### config.mk
export PLATFORM = sky130hd
export DESIGN_NAME = stc_timer_cluster
export DESIGN_NICKNAME = d
export VERILOG_FILES = /design/src/rtl/stc_pkg.sv /design/src/rtl/stc_timer_cluster.sv
export SDC_FILE = /design/constraint.sdc
export NUM_CORES = 1
export LEC_CHECK = 0
export BUFFER_PORTS_ARGS = -buffer_cell sky130_fd_sc_hd__buf_2
export CELL_PAD_IN_SITES_DETAIL_PLACEMENT = 1
export CELL_PAD_IN_SITES_GLOBAL_PLACEMENT = 1
export CORE_MARGIN = 3
export CORE_UTILIZATION = 25
export DETAILED_ROUTE_END_ITERATION = 10
export PLACE_DENSITY_LB_ADDON = 0.25
export SLEW_MARGIN = 0
export SYNTH_ARGS = -nofsm -noshare
export SYNTH_HDL_FRONTEND = slang
export SYNTH_SLANG_ARGS = --single-unit
### constraint.sdc
create_clock -name clk -period 3.7 [get_ports clk]
set_clock_uncertainty 0.1 [all_clocks]
set_input_delay 0.37 -clock clk [delete_from_list [all_inputs] [get_ports clk]]
set_output_delay 0.37 -clock clk [all_outputs]
set_load 0.02 [all_outputs]
### src/rtl/stc_pkg.sv
/*
  Shared constants and types for the timer cluster: power states, dual timer
  modes, prescale codes, widths and per-channel configuration structs.
  Assumes a single 200 MHz system clock; slow and medium timer clocks arrive
  as levels sampled on that clock.
*/
package stc_pkg;

  localparam int STC_WAKE_W = 40;
  localparam int STC_RLD_W = 32;
  localparam int STC_DUAL_W = 32;
  localparam int STC_SLOW_W = 40;
  localparam int STC_NUM_RLD = 2;
  localparam int STC_NUM_DUAL = 2;
  localparam int STC_NUM_THR = 3;
  localparam int STC_PRE_W = 8;
  localparam logic [STC_PRE_W-1:0] STC_PRE_DIV1 = 8'h00;
  localparam logic [STC_PRE_W-1:0] STC_PRE_DIV16 = 8'h0f;
  localparam logic [STC_PRE_W-1:0] STC_PRE_DIV256 = 8'hff;
  localparam logic [STC_DUAL_W-1:0] STC_MAX16 = 32'h0000_ffff;
  localparam logic [STC_DUAL_W-1:0] STC_MAX32 = 32'hffff_ffff;
  localparam logic [STC_SLOW_W-1:0] STC_SLOW_RST = 40'h00_0000_0000;
  localparam logic [STC_WAKE_W-1:0] STC_WAKE_RST = 40'h00_0000_0000;

  typedef enum logic [2:0] {
    STC_PWR_ACTIVE = 3'h0,
    STC_PWR_RETENTION = 3'h1,
    STC_PWR_HIBERNATION = 3'h2,
    STC_PWR_SOC_OFF = 3'h3,
    STC_PWR_POWERDOWN = 3'h4
  } stc_pwr_t;

  typedef enum logic [1:0] {
    STC_MODE_ONESHOT = 2'h0,
    STC_MODE_PERIODIC = 2'h1,
    STC_MODE_FREE = 2'h2
  } stc_mode_t;

  typedef enum logic [1:0] {
    STC_PS_1 = 2'h0,
    STC_PS_16 = 2'h1,
    STC_PS_256 = 2'h2
  } stc_ps_t;

  typedef struct packed {
    logic enable;
    logic irq_mask_n;
    logic [STC_RLD_W-1:0] reload;
  } stc_rld_cfg_t;

  typedef struct packed {
    logic enable;
    logic irq_mask_n;
    stc_mode_t mode;
    logic wide;
    stc_ps_t prescale;
    logic load;
    logic [STC_DUAL_W-1:0] value;
  } stc_dual_cfg_t;

  typedef struct packed {
    logic enable;
    logic [STC_SLOW_W-1:0] value;
  } stc_thr_cfg_t;

endpackage

### src/rtl/stc_timer_cluster.sv
/*
  Timer cluster: wakeup counter, two reload counters, dual timer and slow
  timer with three thresholds. All logic runs on clk; the low power and
  medium power timer clocks are levels synchronous to clk whose rising edges
  step the counters. Power state comes from the power controller.
*/
`timescale 1ns/1ps

// Function
// - Wakeup counter is 40 bits and steps on the low power clock.
// - Enabled in SoC off, wakeup expiry ends the off period.
// - Four timer cores: two reload, dual, slow; all counts readable.
// - Reload and dual timers use medium clock; slow timer uses low clock.
// - All general purpose timers halt in any low power state.
// - Timer state kept in retention, cleared in hibernation.
// - First reload timer counts down from reload; masked interrupt on 1 to 0.
// - At zero, reload timer loads reload value and keeps counting.
// - Second reload timer behaves like the first with own controls.
// - Dual timer has two independent counters sharing one interrupt.
// - Each dual counter counts down; one-shot, periodic or free-running.
// - Each dual counter works as 16 or 32 bits wide.
// - Per-counter prescaler divides by one, sixteen or 256.
// - Slow timer is a 40-bit down counter with three thresholds.
// - Enabled threshold interrupts on step from threshold plus one to it.
// - Slow count changes once per low power clock period.
// - Low clock: crystal or RC; medium clock: crystal or RC.
// - In SoC off, wakeup counter is one of three wake sources.
module stc_timer_cluster
  import stc_pkg::*;
(
  input wire logic clk,
  input wire logic rst_n,
  input wire logic lp_xtal_clk,
  input wire logic lp_internal_rc_osc_clk,
  input wire logic lp_src_rc,
  input wire logic mp_xtal_clk,
  input wire logic mp_internal_rc_osc_clk,
  input wire logic mp_src_rc,
  input wire stc_pwr_t pwr_state,
  input wire logic wake_enable,
  input wire logic wake_load,
  input wire logic [STC_WAKE_W-1:0] wake_value,
  input wire logic ext_wake_pin,
  input wire logic cmp_wake,
  input wire stc_rld_cfg_t [STC_NUM_RLD-1:0] rld_cfg,
  input wire stc_dual_cfg_t [STC_NUM_DUAL-1:0] dual_cfg,
  input wire logic slow_enable,
  input wire logic slow_load,
  input wire logic [STC_SLOW_W-1:0] slow_value,
  input wire stc_thr_cfg_t [STC_NUM_THR-1:0] thr_cfg,
  output logic [STC_WAKE_W-1:0] wake_count,
  output logic wake_req,
  output logic [STC_NUM_RLD-1:0][STC_RLD_W-1:0] rld_count,
  output logic [STC_NUM_RLD-1:0] rld_irq,
  output logic [STC_NUM_DUAL-1:0][STC_DUAL_W-1:0] dual_count,
  output logic dual_irq,
  output logic [STC_SLOW_W-1:0] slow_count,
  output logic [STC_NUM_THR-1:0] slow_irq
);

  logic lp_lvl;
  logic mp_lvl;
  logic lp_prev_ff;
  logic mp_prev_ff;
  logic lp_step;
  logic mp_step;
  logic gp_run;
  logic gp_clear;
  logic wake_hit;
  logic [STC_WAKE_W-1:0] wake_cnt_ff;
  logic wake_req_ff;
  logic [STC_NUM_DUAL-1:0] dual_evt;
  logic [STC_SLOW_W-1:0] slow_cnt_ff;
  logic [STC_NUM_THR-1:0] slow_irq_ff;
  logic dual_irq_ff;

  // Source selection happens upstream of the edge detect so a switch costs
  // at most one spurious step, never a stuck counter.
  assign lp_lvl = lp_src_rc ? lp_internal_rc_osc_clk : lp_xtal_clk;
  assign mp_lvl = mp_src_rc ? mp_internal_rc_osc_clk : mp_xtal_clk;

  always_ff @(posedge clk or negedge rst_n) begin
    if (!rst_n) begin
      lp_prev_ff <= 1'b0;
      mp_prev_ff <= 1'b0;
    end else begin
      lp_prev_ff <= lp_lvl;
      mp_prev_ff <= mp_lvl;
    end
  end

  assign lp_step = lp_lvl & ~lp_prev_ff;
  assign mp_step = mp_lvl & ~mp_prev_ff;

  // Only the active state lets general purpose timers run; retention simply freezes them.
  assign gp_run = (pwr_state == STC_PWR_ACTIVE);
  assign gp_clear = (pwr_state == STC_PWR_HIBERNATION) ||
                    (pwr_state == STC_PWR_POWERDOWN);

  // Wakeup counter: only meaningful while the chip sits in SoC off.
  assign wake_hit = wake_enable && (pwr_state == STC_PWR_SOC_OFF) && lp_step &&
                    (wake_cnt_ff == {{(STC_WAKE_W-1){1'b0}}, 1'b1});

  always_ff @(posedge clk or negedge rst_n) begin
    if (!rst_n) begin
      wake_cnt_ff <= STC_WAKE_RST;
    end else if (wake_load) begin
      wake_cnt_ff <= wake_value;
    end else if (wake_enable && (pwr_state == STC_PWR_SOC_OFF) && lp_step &&
                 (wake_cnt_ff != STC_WAKE_RST)) begin
      wake_cnt_ff <= wake_cnt_ff - 1'b1;
    end
  end

  always_ff @(posedge clk or negedge rst_n) begin
    if (!rst_n) begin
      wake_req_ff <= 1'b0;
    end else begin
      // Pin and comparator are the only other wake paths out of SoC off.
      wake_req_ff <= wake_hit ||
                     ((pwr_state == STC_PWR_SOC_OFF) && (ext_wake_pin || cmp_wake));
    end
  end

  assign wake_count = wake_cnt_ff;
  assign wake_req = wake_req_ff;

  // Reload counters share one body; each has its own enable, reload and mask.
  genvar gr;
  generate
    for (gr = 0; gr < STC_NUM_RLD; gr++) begin : g_rld
      logic [STC_RLD_W-1:0] cnt_ff;
      logic irq_ff;
      logic step;

      assign step = gp_run && mp_step && rld_cfg[gr].enable;

      always_ff @(posedge clk or negedge rst_n) begin
        if (!rst_n) begin
          cnt_ff <= '0;
        end else if (gp_clear) begin
          cnt_ff <= '0;
        end else if (step) begin
          if (cnt_ff == '0) begin
            cnt_ff <= rld_cfg[gr].reload;
          end else begin
            cnt_ff <= cnt_ff - 1'b1;
          end
        end
      end

      always_ff @(posedge clk or negedge rst_n) begin
        if (!rst_n) begin
          irq_ff <= 1'b0;
        end else begin
          irq_ff <= step && !gp_clear && (cnt_ff == 32'h0000_0001) &&
                    rld_cfg[gr].irq_mask_n;
        end
      end

      assign rld_count[gr] = cnt_ff;
      assign rld_irq[gr] = irq_ff;
    end
  endgenerate

  // Dual timer channels run fully independently.
  genvar gd;
  generate
    for (gd = 0; gd < STC_NUM_DUAL; gd++) begin : g_dual
      logic [STC_DUAL_W-1:0] cnt_ff;
      logic [STC_PRE_W-1:0] pre_ff;
      logic [STC_PRE_W-1:0] pre_top;
      logic [STC_DUAL_W-1:0] max_val;
      logic [STC_DUAL_W-1:0] nxt_cnt;
      logic tick;

      always_comb begin
        case (dual_cfg[gd].prescale)
          STC_PS_1: pre_top = STC_PRE_DIV1;
          STC_PS_16: pre_top = STC_PRE_DIV16;
          STC_PS_256: pre_top = STC_PRE_DIV256;
          default: pre_top = STC_PRE_DIV1;
        endcase
      end

      assign max_val = dual_cfg[gd].wide ? STC_MAX32 : STC_MAX16;

      always_ff @(posedge clk or negedge rst_n) begin
        if (!rst_n) begin
          pre_ff <= '0;
        end else if (gp_clear || dual_cfg[gd].load) begin
          pre_ff <= '0;
        end else if (gp_run && mp_step && dual_cfg[gd].enable) begin
          pre_ff <= (pre_ff >= pre_top) ? '0 : pre_ff + 1'b1;
        end
      end

      assign tick = gp_run && mp_step && dual_cfg[gd].enable &&
                    (pre_ff >= pre_top);

      always_comb begin
        nxt_cnt = cnt_ff;
        if (cnt_ff == '0) begin
          case (dual_cfg[gd].mode)
            STC_MODE_ONESHOT: nxt_cnt = '0;
            STC_MODE_PERIODIC: nxt_cnt = dual_cfg[gd].value & max_val;
            STC_MODE_FREE: nxt_cnt = max_val;
            default: nxt_cnt = '0;
          endcase
        end else begin
          nxt_cnt = (cnt_ff - 1'b1) & max_val;
        end
      end

      always_ff @(posedge clk or negedge rst_n) begin
        if (!rst_n) begin
          cnt_ff <= '0;
        end else if (gp_clear) begin
          cnt_ff <= '0;
        end else if (dual_cfg[gd].load) begin
          cnt_ff <= dual_cfg[gd].value & max_val;
        end else if (tick) begin
          cnt_ff <= nxt_cnt;
        end
      end

      assign dual_evt[gd] = tick && !gp_clear && !dual_cfg[gd].load &&
                            (cnt_ff == 32'h0000_0001) && dual_cfg[gd].irq_mask_n;
      assign dual_count[gd] = cnt_ff;
    end
  endgenerate

  always_ff @(posedge clk or negedge rst_n) begin
    if (!rst_n) begin
      dual_irq_ff <= 1'b0;
    end else begin
      dual_irq_ff <= |dual_evt;
    end
  end

  assign dual_irq = dual_irq_ff;

  // Slow timer steps once per low power period; software must read it twice
  // because the count may move between two reads of a wide value.
  always_ff @(posedge clk or negedge rst_n) begin
    if (!rst_n) begin
      slow_cnt_ff <= STC_SLOW_RST;
    end else if (gp_clear) begin
      slow_cnt_ff <= STC_SLOW_RST;
    end else if (slow_load) begin
      slow_cnt_ff <= slow_value;
    end else if (gp_run && slow_enable && lp_step) begin
      slow_cnt_ff <= slow_cnt_ff - 1'b1;
    end
  end

  genvar gt;
  generate
    for (gt = 0; gt < STC_NUM_THR; gt++) begin : g_thr
      always_ff @(posedge clk or negedge rst_n) begin
        if (!rst_n) begin
          slow_irq_ff[gt] <= 1'b0;
        end else begin
          slow_irq_ff[gt] <= thr_cfg[gt].enable && gp_run && slow_enable && lp_step &&
                             !gp_clear && !slow_load &&
                             (slow_cnt_ff == thr_cfg[gt].value + 1'b1);
        end
      end
    end
  endgenerate

  assign slow_count = slow_cnt_ff;
  assign slow_irq = slow_irq_ff;

endmodule // stc_timer_cluster
==> run_results.csv, run 1 <==
group,metric,value,unit
synth,ys_seq_area_share,29.7,%
setup_path,r2r-end,"g_dual[0].cnt_ff[18]$_DFFE_PN0P_",
cts,cts_tree,"yes",
global_route,grt_pass1_vias,23596,
sta,final-setup-viol-count,0,
setup_path,worst-path-max-fanout,13,
setup_path,crit_start,"g_dual[0].cnt_ff[9]$_DFFE_PN0P_",
floorplan,die_w,286,um
drt,top_layer_used,"met5",
synth,netlist_area,19600,um2
cts,clk_pin_slew,50,ps
drt,wl,96200,um
sta,rsz0062_at_grt,"no",
setup_path,critPathCaptureType,"flip-flop",
cts,worstSkewPairLatency,550,ps
synth,syn_nets,3056,
floorplan,core-area,77600,um2
drt,m1WireLength,42500,um
cts,htreeDepth,2,
final_layout,finalNonFillerCells,4366,
synth,syn_avg_cell_area,7.40,um2
sta,finalSetupTns,0,ps
drt,drc,0,
sta,max_freq,0.299,GHz
floorplan,die_y,286,um
run_status,status,"finished, final reports clean",
final_layout,fin_nets,3689,
setup_path,cp-start-kind,"flip-flop",
cts,numCtsBuffers,35,
sta,worst_pin_slew,997,ps
drt,num_vias,23106,
setup_path,crit_end,"g_dual[0].cnt_ff[18]$_DFFE_PN0P_",
setup_path,r2r_cells,8,
sta,fin_crit,3350,ps
drt,dr_wl_met3,6180,um
final_layout,synthToLayoutAreaGrowth,32.4,%
run,drv_cap,0,
placed_design,place_inst,4211,
drt,via_per_inst,5.29,
placed_design,dp_hpwl,74200,um
cts,cts.sinks,233,
synth,synth.top_cell.area_share,29.7,%
synth,synthFlopType,"dfrtp_1",
setup_path,critPathRequiredTime,4050,ps
cts,cts_buffer_depth,3,
global_route,grt_remaining_overflow,0,
synth,synth_top_cell_by_area,"dfrtp_1",
synth,synth.distinct_cells,81,
drt,drtIter0Drc,1283,
global_route,grt_max_degree,79,
sta,period_share,90.5,%
global_route,antenna_found_initial,24,
power_and_ir_drop,ir_drop,0.454,mV
sta,hold_viol,0,
power_and_ir_drop,powerDensity,551,nW/um2
synth,synth_area_leaders,"dfrtp_1, o21ai_0, xnor2_1, a21oi_1, nand2_1",
final_layout,layout-drive-gt1-share,23.5,%
floorplan,die_area,81900,um2
sta,slew_headroom,33.6,%
drt,postRouteAntennaNets,0,
synth,synthArstFlopShare,100,%
synth,synth-edff-count,0,
global_route,grt_usage,22.6,%
setup_path,path_class,"flip-flop to flip-flop",
synth,syn_inst,2652,
worst_hold_path,min_path_type,"primary input to flip-flop",
drt,wl_per_cell,22.0,um
cts,cts_root_buf,"clkbuf_16",
power_and_ir_drop,p_total,14.3,mW
synth,ys_seq_elements,233,
floorplan,fp-row-count,102,
synth,yosys_warnings,0,
global_route,grt_pass1_wl,145000,um
sta,slew_violations,0,
placed_design,gp_congestion,0.875,
placed_design,portBuffers,582,
floorplan,start_util,25.3,%
floorplan,ios,583,
setup_path,crit_arrival,3700,ps
drt,first_pass_iters,5,
setup_path,reg2reg_slack,350,ps
power_and_ir_drop,power.leakage,11.3,nW
drt,wl_met2,44900,um
setup_path,worst_r2r_startpoint,"g_dual[0].cnt_ff[9]$_DFFE_PN0P_",
==> power by group <==
part,total [mW],internal (mW),switching (mW)
clock network,3.43,2.09,1.35
logic,7.46,2.77,4.69
registers,3.42,2.87,0.552
==> worst max-delay path: stages, from the launching register on <==
cell     delay [ps]
dfrtp_1         430
or4_1           580
nor4b_2         560
nand4_1         360
nor2_1          330
nand2_1         390
o22ai_1         250
o21ai_0         100
o21ai_0         150
==> routing by layer <==
metal  GRT usage, %  vias to the layer above
li1               -                    11007
met1           29.8                    11309
met2           37.5                      641
met3           4.16                      141
met4           6.55                        8
met5              0                        -
==> through the flow <==
step	worst slack (ps)	util (%)	instance area, um2	hold slack [ps]
after floorplan	418	-	19600	-25.6
after global placement	308	31.0	24000	329
after detailed placement	220	31.0	24000	337
after CTS	333	33.4	25900	0.542
after global routing	97.3	33.5	26000	21.2
final	352	33.5	26000	33.1
==> cell usage after synthesis (36+ instances only) <==
cell type and n:
dfrtp_1 233, nor2_1 260, clkbuf_1 157, nand2_1 265
xnor2_1 148, nand4_1 67, nor3_1 118, inv_1 55
and3_1 37, a21oi_1 234, xor2_1 96, ha_1 36
o21ai_0 345, nand3_1 74, nor4_1 91
==> how the worst min path moves through the flow <==
stage                           start                              end  slack, ps  cells past startpoint
final                     rld_cfg[41]   g_rld[1].cnt_ff[7]$_DFFE_PN0P_         30                      3
after global routing      rld_cfg[41]   g_rld[1].cnt_ff[7]$_DFFE_PN0P_         20                      3
after CTS                 dual_cfg[8]  g_dual[0].cnt_ff[8]$_DFFE_PN0P_        0.5                      3
after detailed placement        rst_n  g_rld[0].cnt_ff[15]$_DFFE_PN0P_        340                      1
after global placement          rst_n  g_rld[0].cnt_ff[15]$_DFFE_PN0P_        330                      1
after floorplan                 rst_n               dual_irq$_DFF_PN0_        -30                      0
==> logic make-up (layout without fill, tap and decap cells) <==
kind of cell             after synthesis  in the layout  synth area share, %
buffers and inverters                223            880                 4.45
AO/OA/AOI/OAI                        807            807                 23.8
other                                  0             17                    0
flip-flops                           233            233                 29.7
adder cells (fa/ha/maj)               36             36                 2.29
AND/OR/NAND/NOR                     1093           1093                 28.0
multiplexers                          16             16                0.841
XOR/XNOR                             244            244                 10.9
==> layout make-up <==
type                    count  area, um2
well taps                1040       1300
diodes                     17       42.5
fillers                  9718      51600
clock buffers              55       1010
clock inverters             6        120
inverters                  56        210
multi-input cells        2196      13000
repair buffers            763       4510
flip-flops and latches    233       5830
==> flip-flops by register name (all words and copies together) (netlist names) <==
signal and cells:
wake_req 1, g_dual.cnt_ff 64, slow_count 40, slow_irq 3, lp_prev_ff 1, dual_irq 1
g_rld.irq_ff 2, g_dual.pre_ff 16, g_rld.cnt_ff 64, mp_prev_ff 1, wake_count 40
==> cell usage in the layout, fill, tap and decap left out, types with 34 or more instances in the layout <==
cell	instances
xor2_1	96
nor2_1	259
nand3_1	74
o21ai_0	345
dlygate4sd3_1	77
a21oi_1	233
dfrtp_1	233
buf_4	101
xnor2_1	148
nand2_1	265
and3_1	37
inv_1	55
or3_1	34
nand4_1	67
ha_1	36
nor3_1	118
buf_2	581
nor4_1	91
clkbuf_16	36
==> timing repair <==
action | CTS | global route
setup buffers | 0 | 0
hold buffers | 77 | 0
resized for setup | 0 | 0
hold endpoints to repair | 147 | 0
No activity file was read; power rests on OpenSTA's default activity.
==> run 2: changes to the inputs <==
- CORE_ASPECT_RATIO: unset -> 1.4
==> run_results.csv, run 2 (synthesized netlist as in run 1, its figures left out) <==
group,metric,value,unit
run_status,status,"finished, final reports clean",
global_route,grt_pass1_vias,25180,
sta,slew_violations,0,
cts,post-cts-setup-buffer-count,0,
placed_design,dp_hpwl,79600,um
setup_path,path_class,"flip-flop to flip-flop",
setup_path,critPathCaptureType,"flip-flop",
final_layout,fin_nets,3793,
power_and_ir_drop,power.leakage,11.8,nW
floorplan,die_y,338,um
final_layout,final_common_cell,"buf_2",
setup_path,path_cells,"xor2_1 -> o22ai_1 -> or4b_2 -> nor4_1 -> nand4_1 -> and4b_1 -> nand4_1 -> nor4_1",
drt,num_vias,23758,
global_route,grt_remaining_overflow,0,
cts,cts_tree,"yes",
setup_path,cp-start-kind,"flip-flop",
placed_design,place_ws,229,ps
setup_path,crit_buf_inv,0,
setup_path,max_stage_delay,640,ps
floorplan,core-area,77800,um2
global_route,grt_max_degree,94,
drt,first_pass_iters,5,
cts,cts_root_buf,"clkbuf_16",
global_route,antenna_found_initial,13,
sta,rsz0062_at_grt,"no",
cts,cts_buffer_depth,3,
floorplan,start_util,25.2,%
setup_path,r2r-end,"slow_irq[2]$_DFF_PN0_",
drt,via_per_inst,5.32,
cts,clk_pin_slew,70,ps
sta,slew_headroom,31.0,%
setup_path,worst_r2r_startpoint,"slow_count[35]$_DFFE_PN0P_",
cts,cts.sinks,233,
drt,drtIter0Drc,1147,
floorplan,fp-row-count,121,
final_layout,num-fill-cells,9749,
floorplan,ios,583,
setup_path,crit_path_top_delay_cell,"or4b_2",
drt,postRouteAntennaNets,0,
worst_hold_path,min_to,"g_rld[1].cnt_ff[30]$_DFFE_PN0P_",
global_route,grt_pass1_wl,153000,um
setup_path,crit_arrival,3890,ps
sta,hold_viol,0,
setup_path,critPathRequiredTime,4100,ps
cts,htreeDepth,1,
drt,wl_per_cell,22.8,um
sta,max_freq,0.287,GHz
floorplan,die_area,82000,um2
power_and_ir_drop,powerDensity,533,nW/um2
placed_design,gp_congestion,0.992,
run,drv_cap,0,
final_layout,synthToLayoutAreaGrowth,37.4,%
drt,drc,0,
drt,wl,102000,um
cts,cts_hold_buf,162,
setup_path,worst-path-max-fanout,7,
final_layout,reg.largest.list,"g_dual.cnt_ff: 64 flops, g_rld.cnt_ff: 64 flops",
sta,worst_slack,212,ps
power_and_ir_drop,ir_drop,0.860,mV
worst_hold_path,holdCritStartpoint,"rld_cfg[64]",
cts,cts_resized,0,
final_layout,layout-drive-gt1-share,23.8,%
global_route,grt_usage,23.9,%
sta,final-setup-viol-count,0,
worst_hold_path,min_path_type,"primary input to flip-flop",
sta,period_share,94.3,%
sta,finalSetupTns,0,ps
worst_hold_path,hold_depth,3,
sta,fin_crit,3490,ps
setup_path,critical-path-top-delay-family,"simple AND/OR/NAND/NOR gates",
floorplan,die_w,243,um
cts,numCtsBuffers,31,
setup_path,reg2reg_slack,210,ps
final_layout,final_cell_mix,"buf_2, o21ai_0, nand2_1, nor2_1",
sta,worst_pin_slew,1030,ps
setup_path,r2r_cells,8,
cts,worstSkewPairLatency,610,ps
placed_design,portBuffers,582,
[run 2: cell count changes in the layout (fill, tap and decap cells not counted), moves of 2 or more]
cell	delta
buf_4	+22
clkbuf_1	-12
clkbuf_8	+3
bufinv_16	+2
clkinv_2	+8
clkbuf_16	-5
dlygate4sd3_1	+85
diode_2	-8
[run 2: final cells by class]
| type | instances | area, um2 | share of cell area, % |
|---|---|---|---|
| multi-input combinational | 2196 | 13000 | 48.0 |
| tap | 1045 | 1310 | 4.85 |
| sequential | 233 | 5830 | 21.6 |
| clock inverter | 17 | 220 | 0.816 |
| antenna | 9 | 22.5 | 0.0835 |
| inverter | 56 | 210 | 0.779 |
| clock buffer | 41 | 883 | 3.27 |
| timing repair buffer | 871 | 5550 | 20.6 |
[run 2: where the power goes]
part           switching [mW]  total [mW]  internal, mW
clock                    1.33        3.35          2.02
sequential              0.544        3.41          2.87
combinational            4.79        7.63          2.84
[run 2: per-layer routing]
metal / global-route usage, % / share of wire (%)
met1: 25.5 / 37
met5: 0 / 0.033
met4: 11.3 / 5.3
met2: 45.2 / 52
met3: 4.43 / 5.8
[run 2: worst max path at each step]
| stage | startpoint | to | slack [ps] | cells past startpoint |
|---|---|---|---|---|
| after global routing | g_dual[1].cnt_ff[18]$_DFFE_PN0P_ | g_dual[1].cnt_ff[24]$_DFFE_PN0P_ | 180 | 8 |
| after detailed placement | thr_cfg[82] | slow_irq[2]$_DFF_PN0_ | 230 | 11 |
| after global placement | wake_count[7]$_DFFE_PN0P_ | wake_count[39]$_DFFE_PN0P_ | 350 | 8 |
| final | slow_count[35]$_DFFE_PN0P_ | slow_irq[2]$_DFF_PN0_ | 210 | 8 |
| after floorplan | wake_count[7]$_DFFE_PN0P_ | wake_count[39]$_DFFE_PN0P_ | 420 | 9 |
| after CTS | wake_count[6]$_DFFE_PN0P_ | wake_count[39]$_DFFE_PN0P_ | 260 | 8 |
[run 2: stage by stage]
step	total power, mW	hold slack (ps)	utilization [%]	cell area [um2]	std cells
after floorplan	8.25	-25.6	-	19600	2652
after global placement	10.8	378	31.1	24200	4239
after detailed placement	10.9	391	31.1	24200	4239
after CTS	14.5	1.77	34.6	27000	4459
after global routing	15.5	30.5	34.6	27000	4461
final	14.4	46.5	34.7	27000	4468
[run 2: worst register-to-register path, delay by kind of cell, from the launching register on]
family           cells  cell delay (ps)
flip-flops           1              550
XOR/XNOR             1              360
AO/OA/AOI/OAI        1              210
AND/OR/NAND/NOR      6             2170
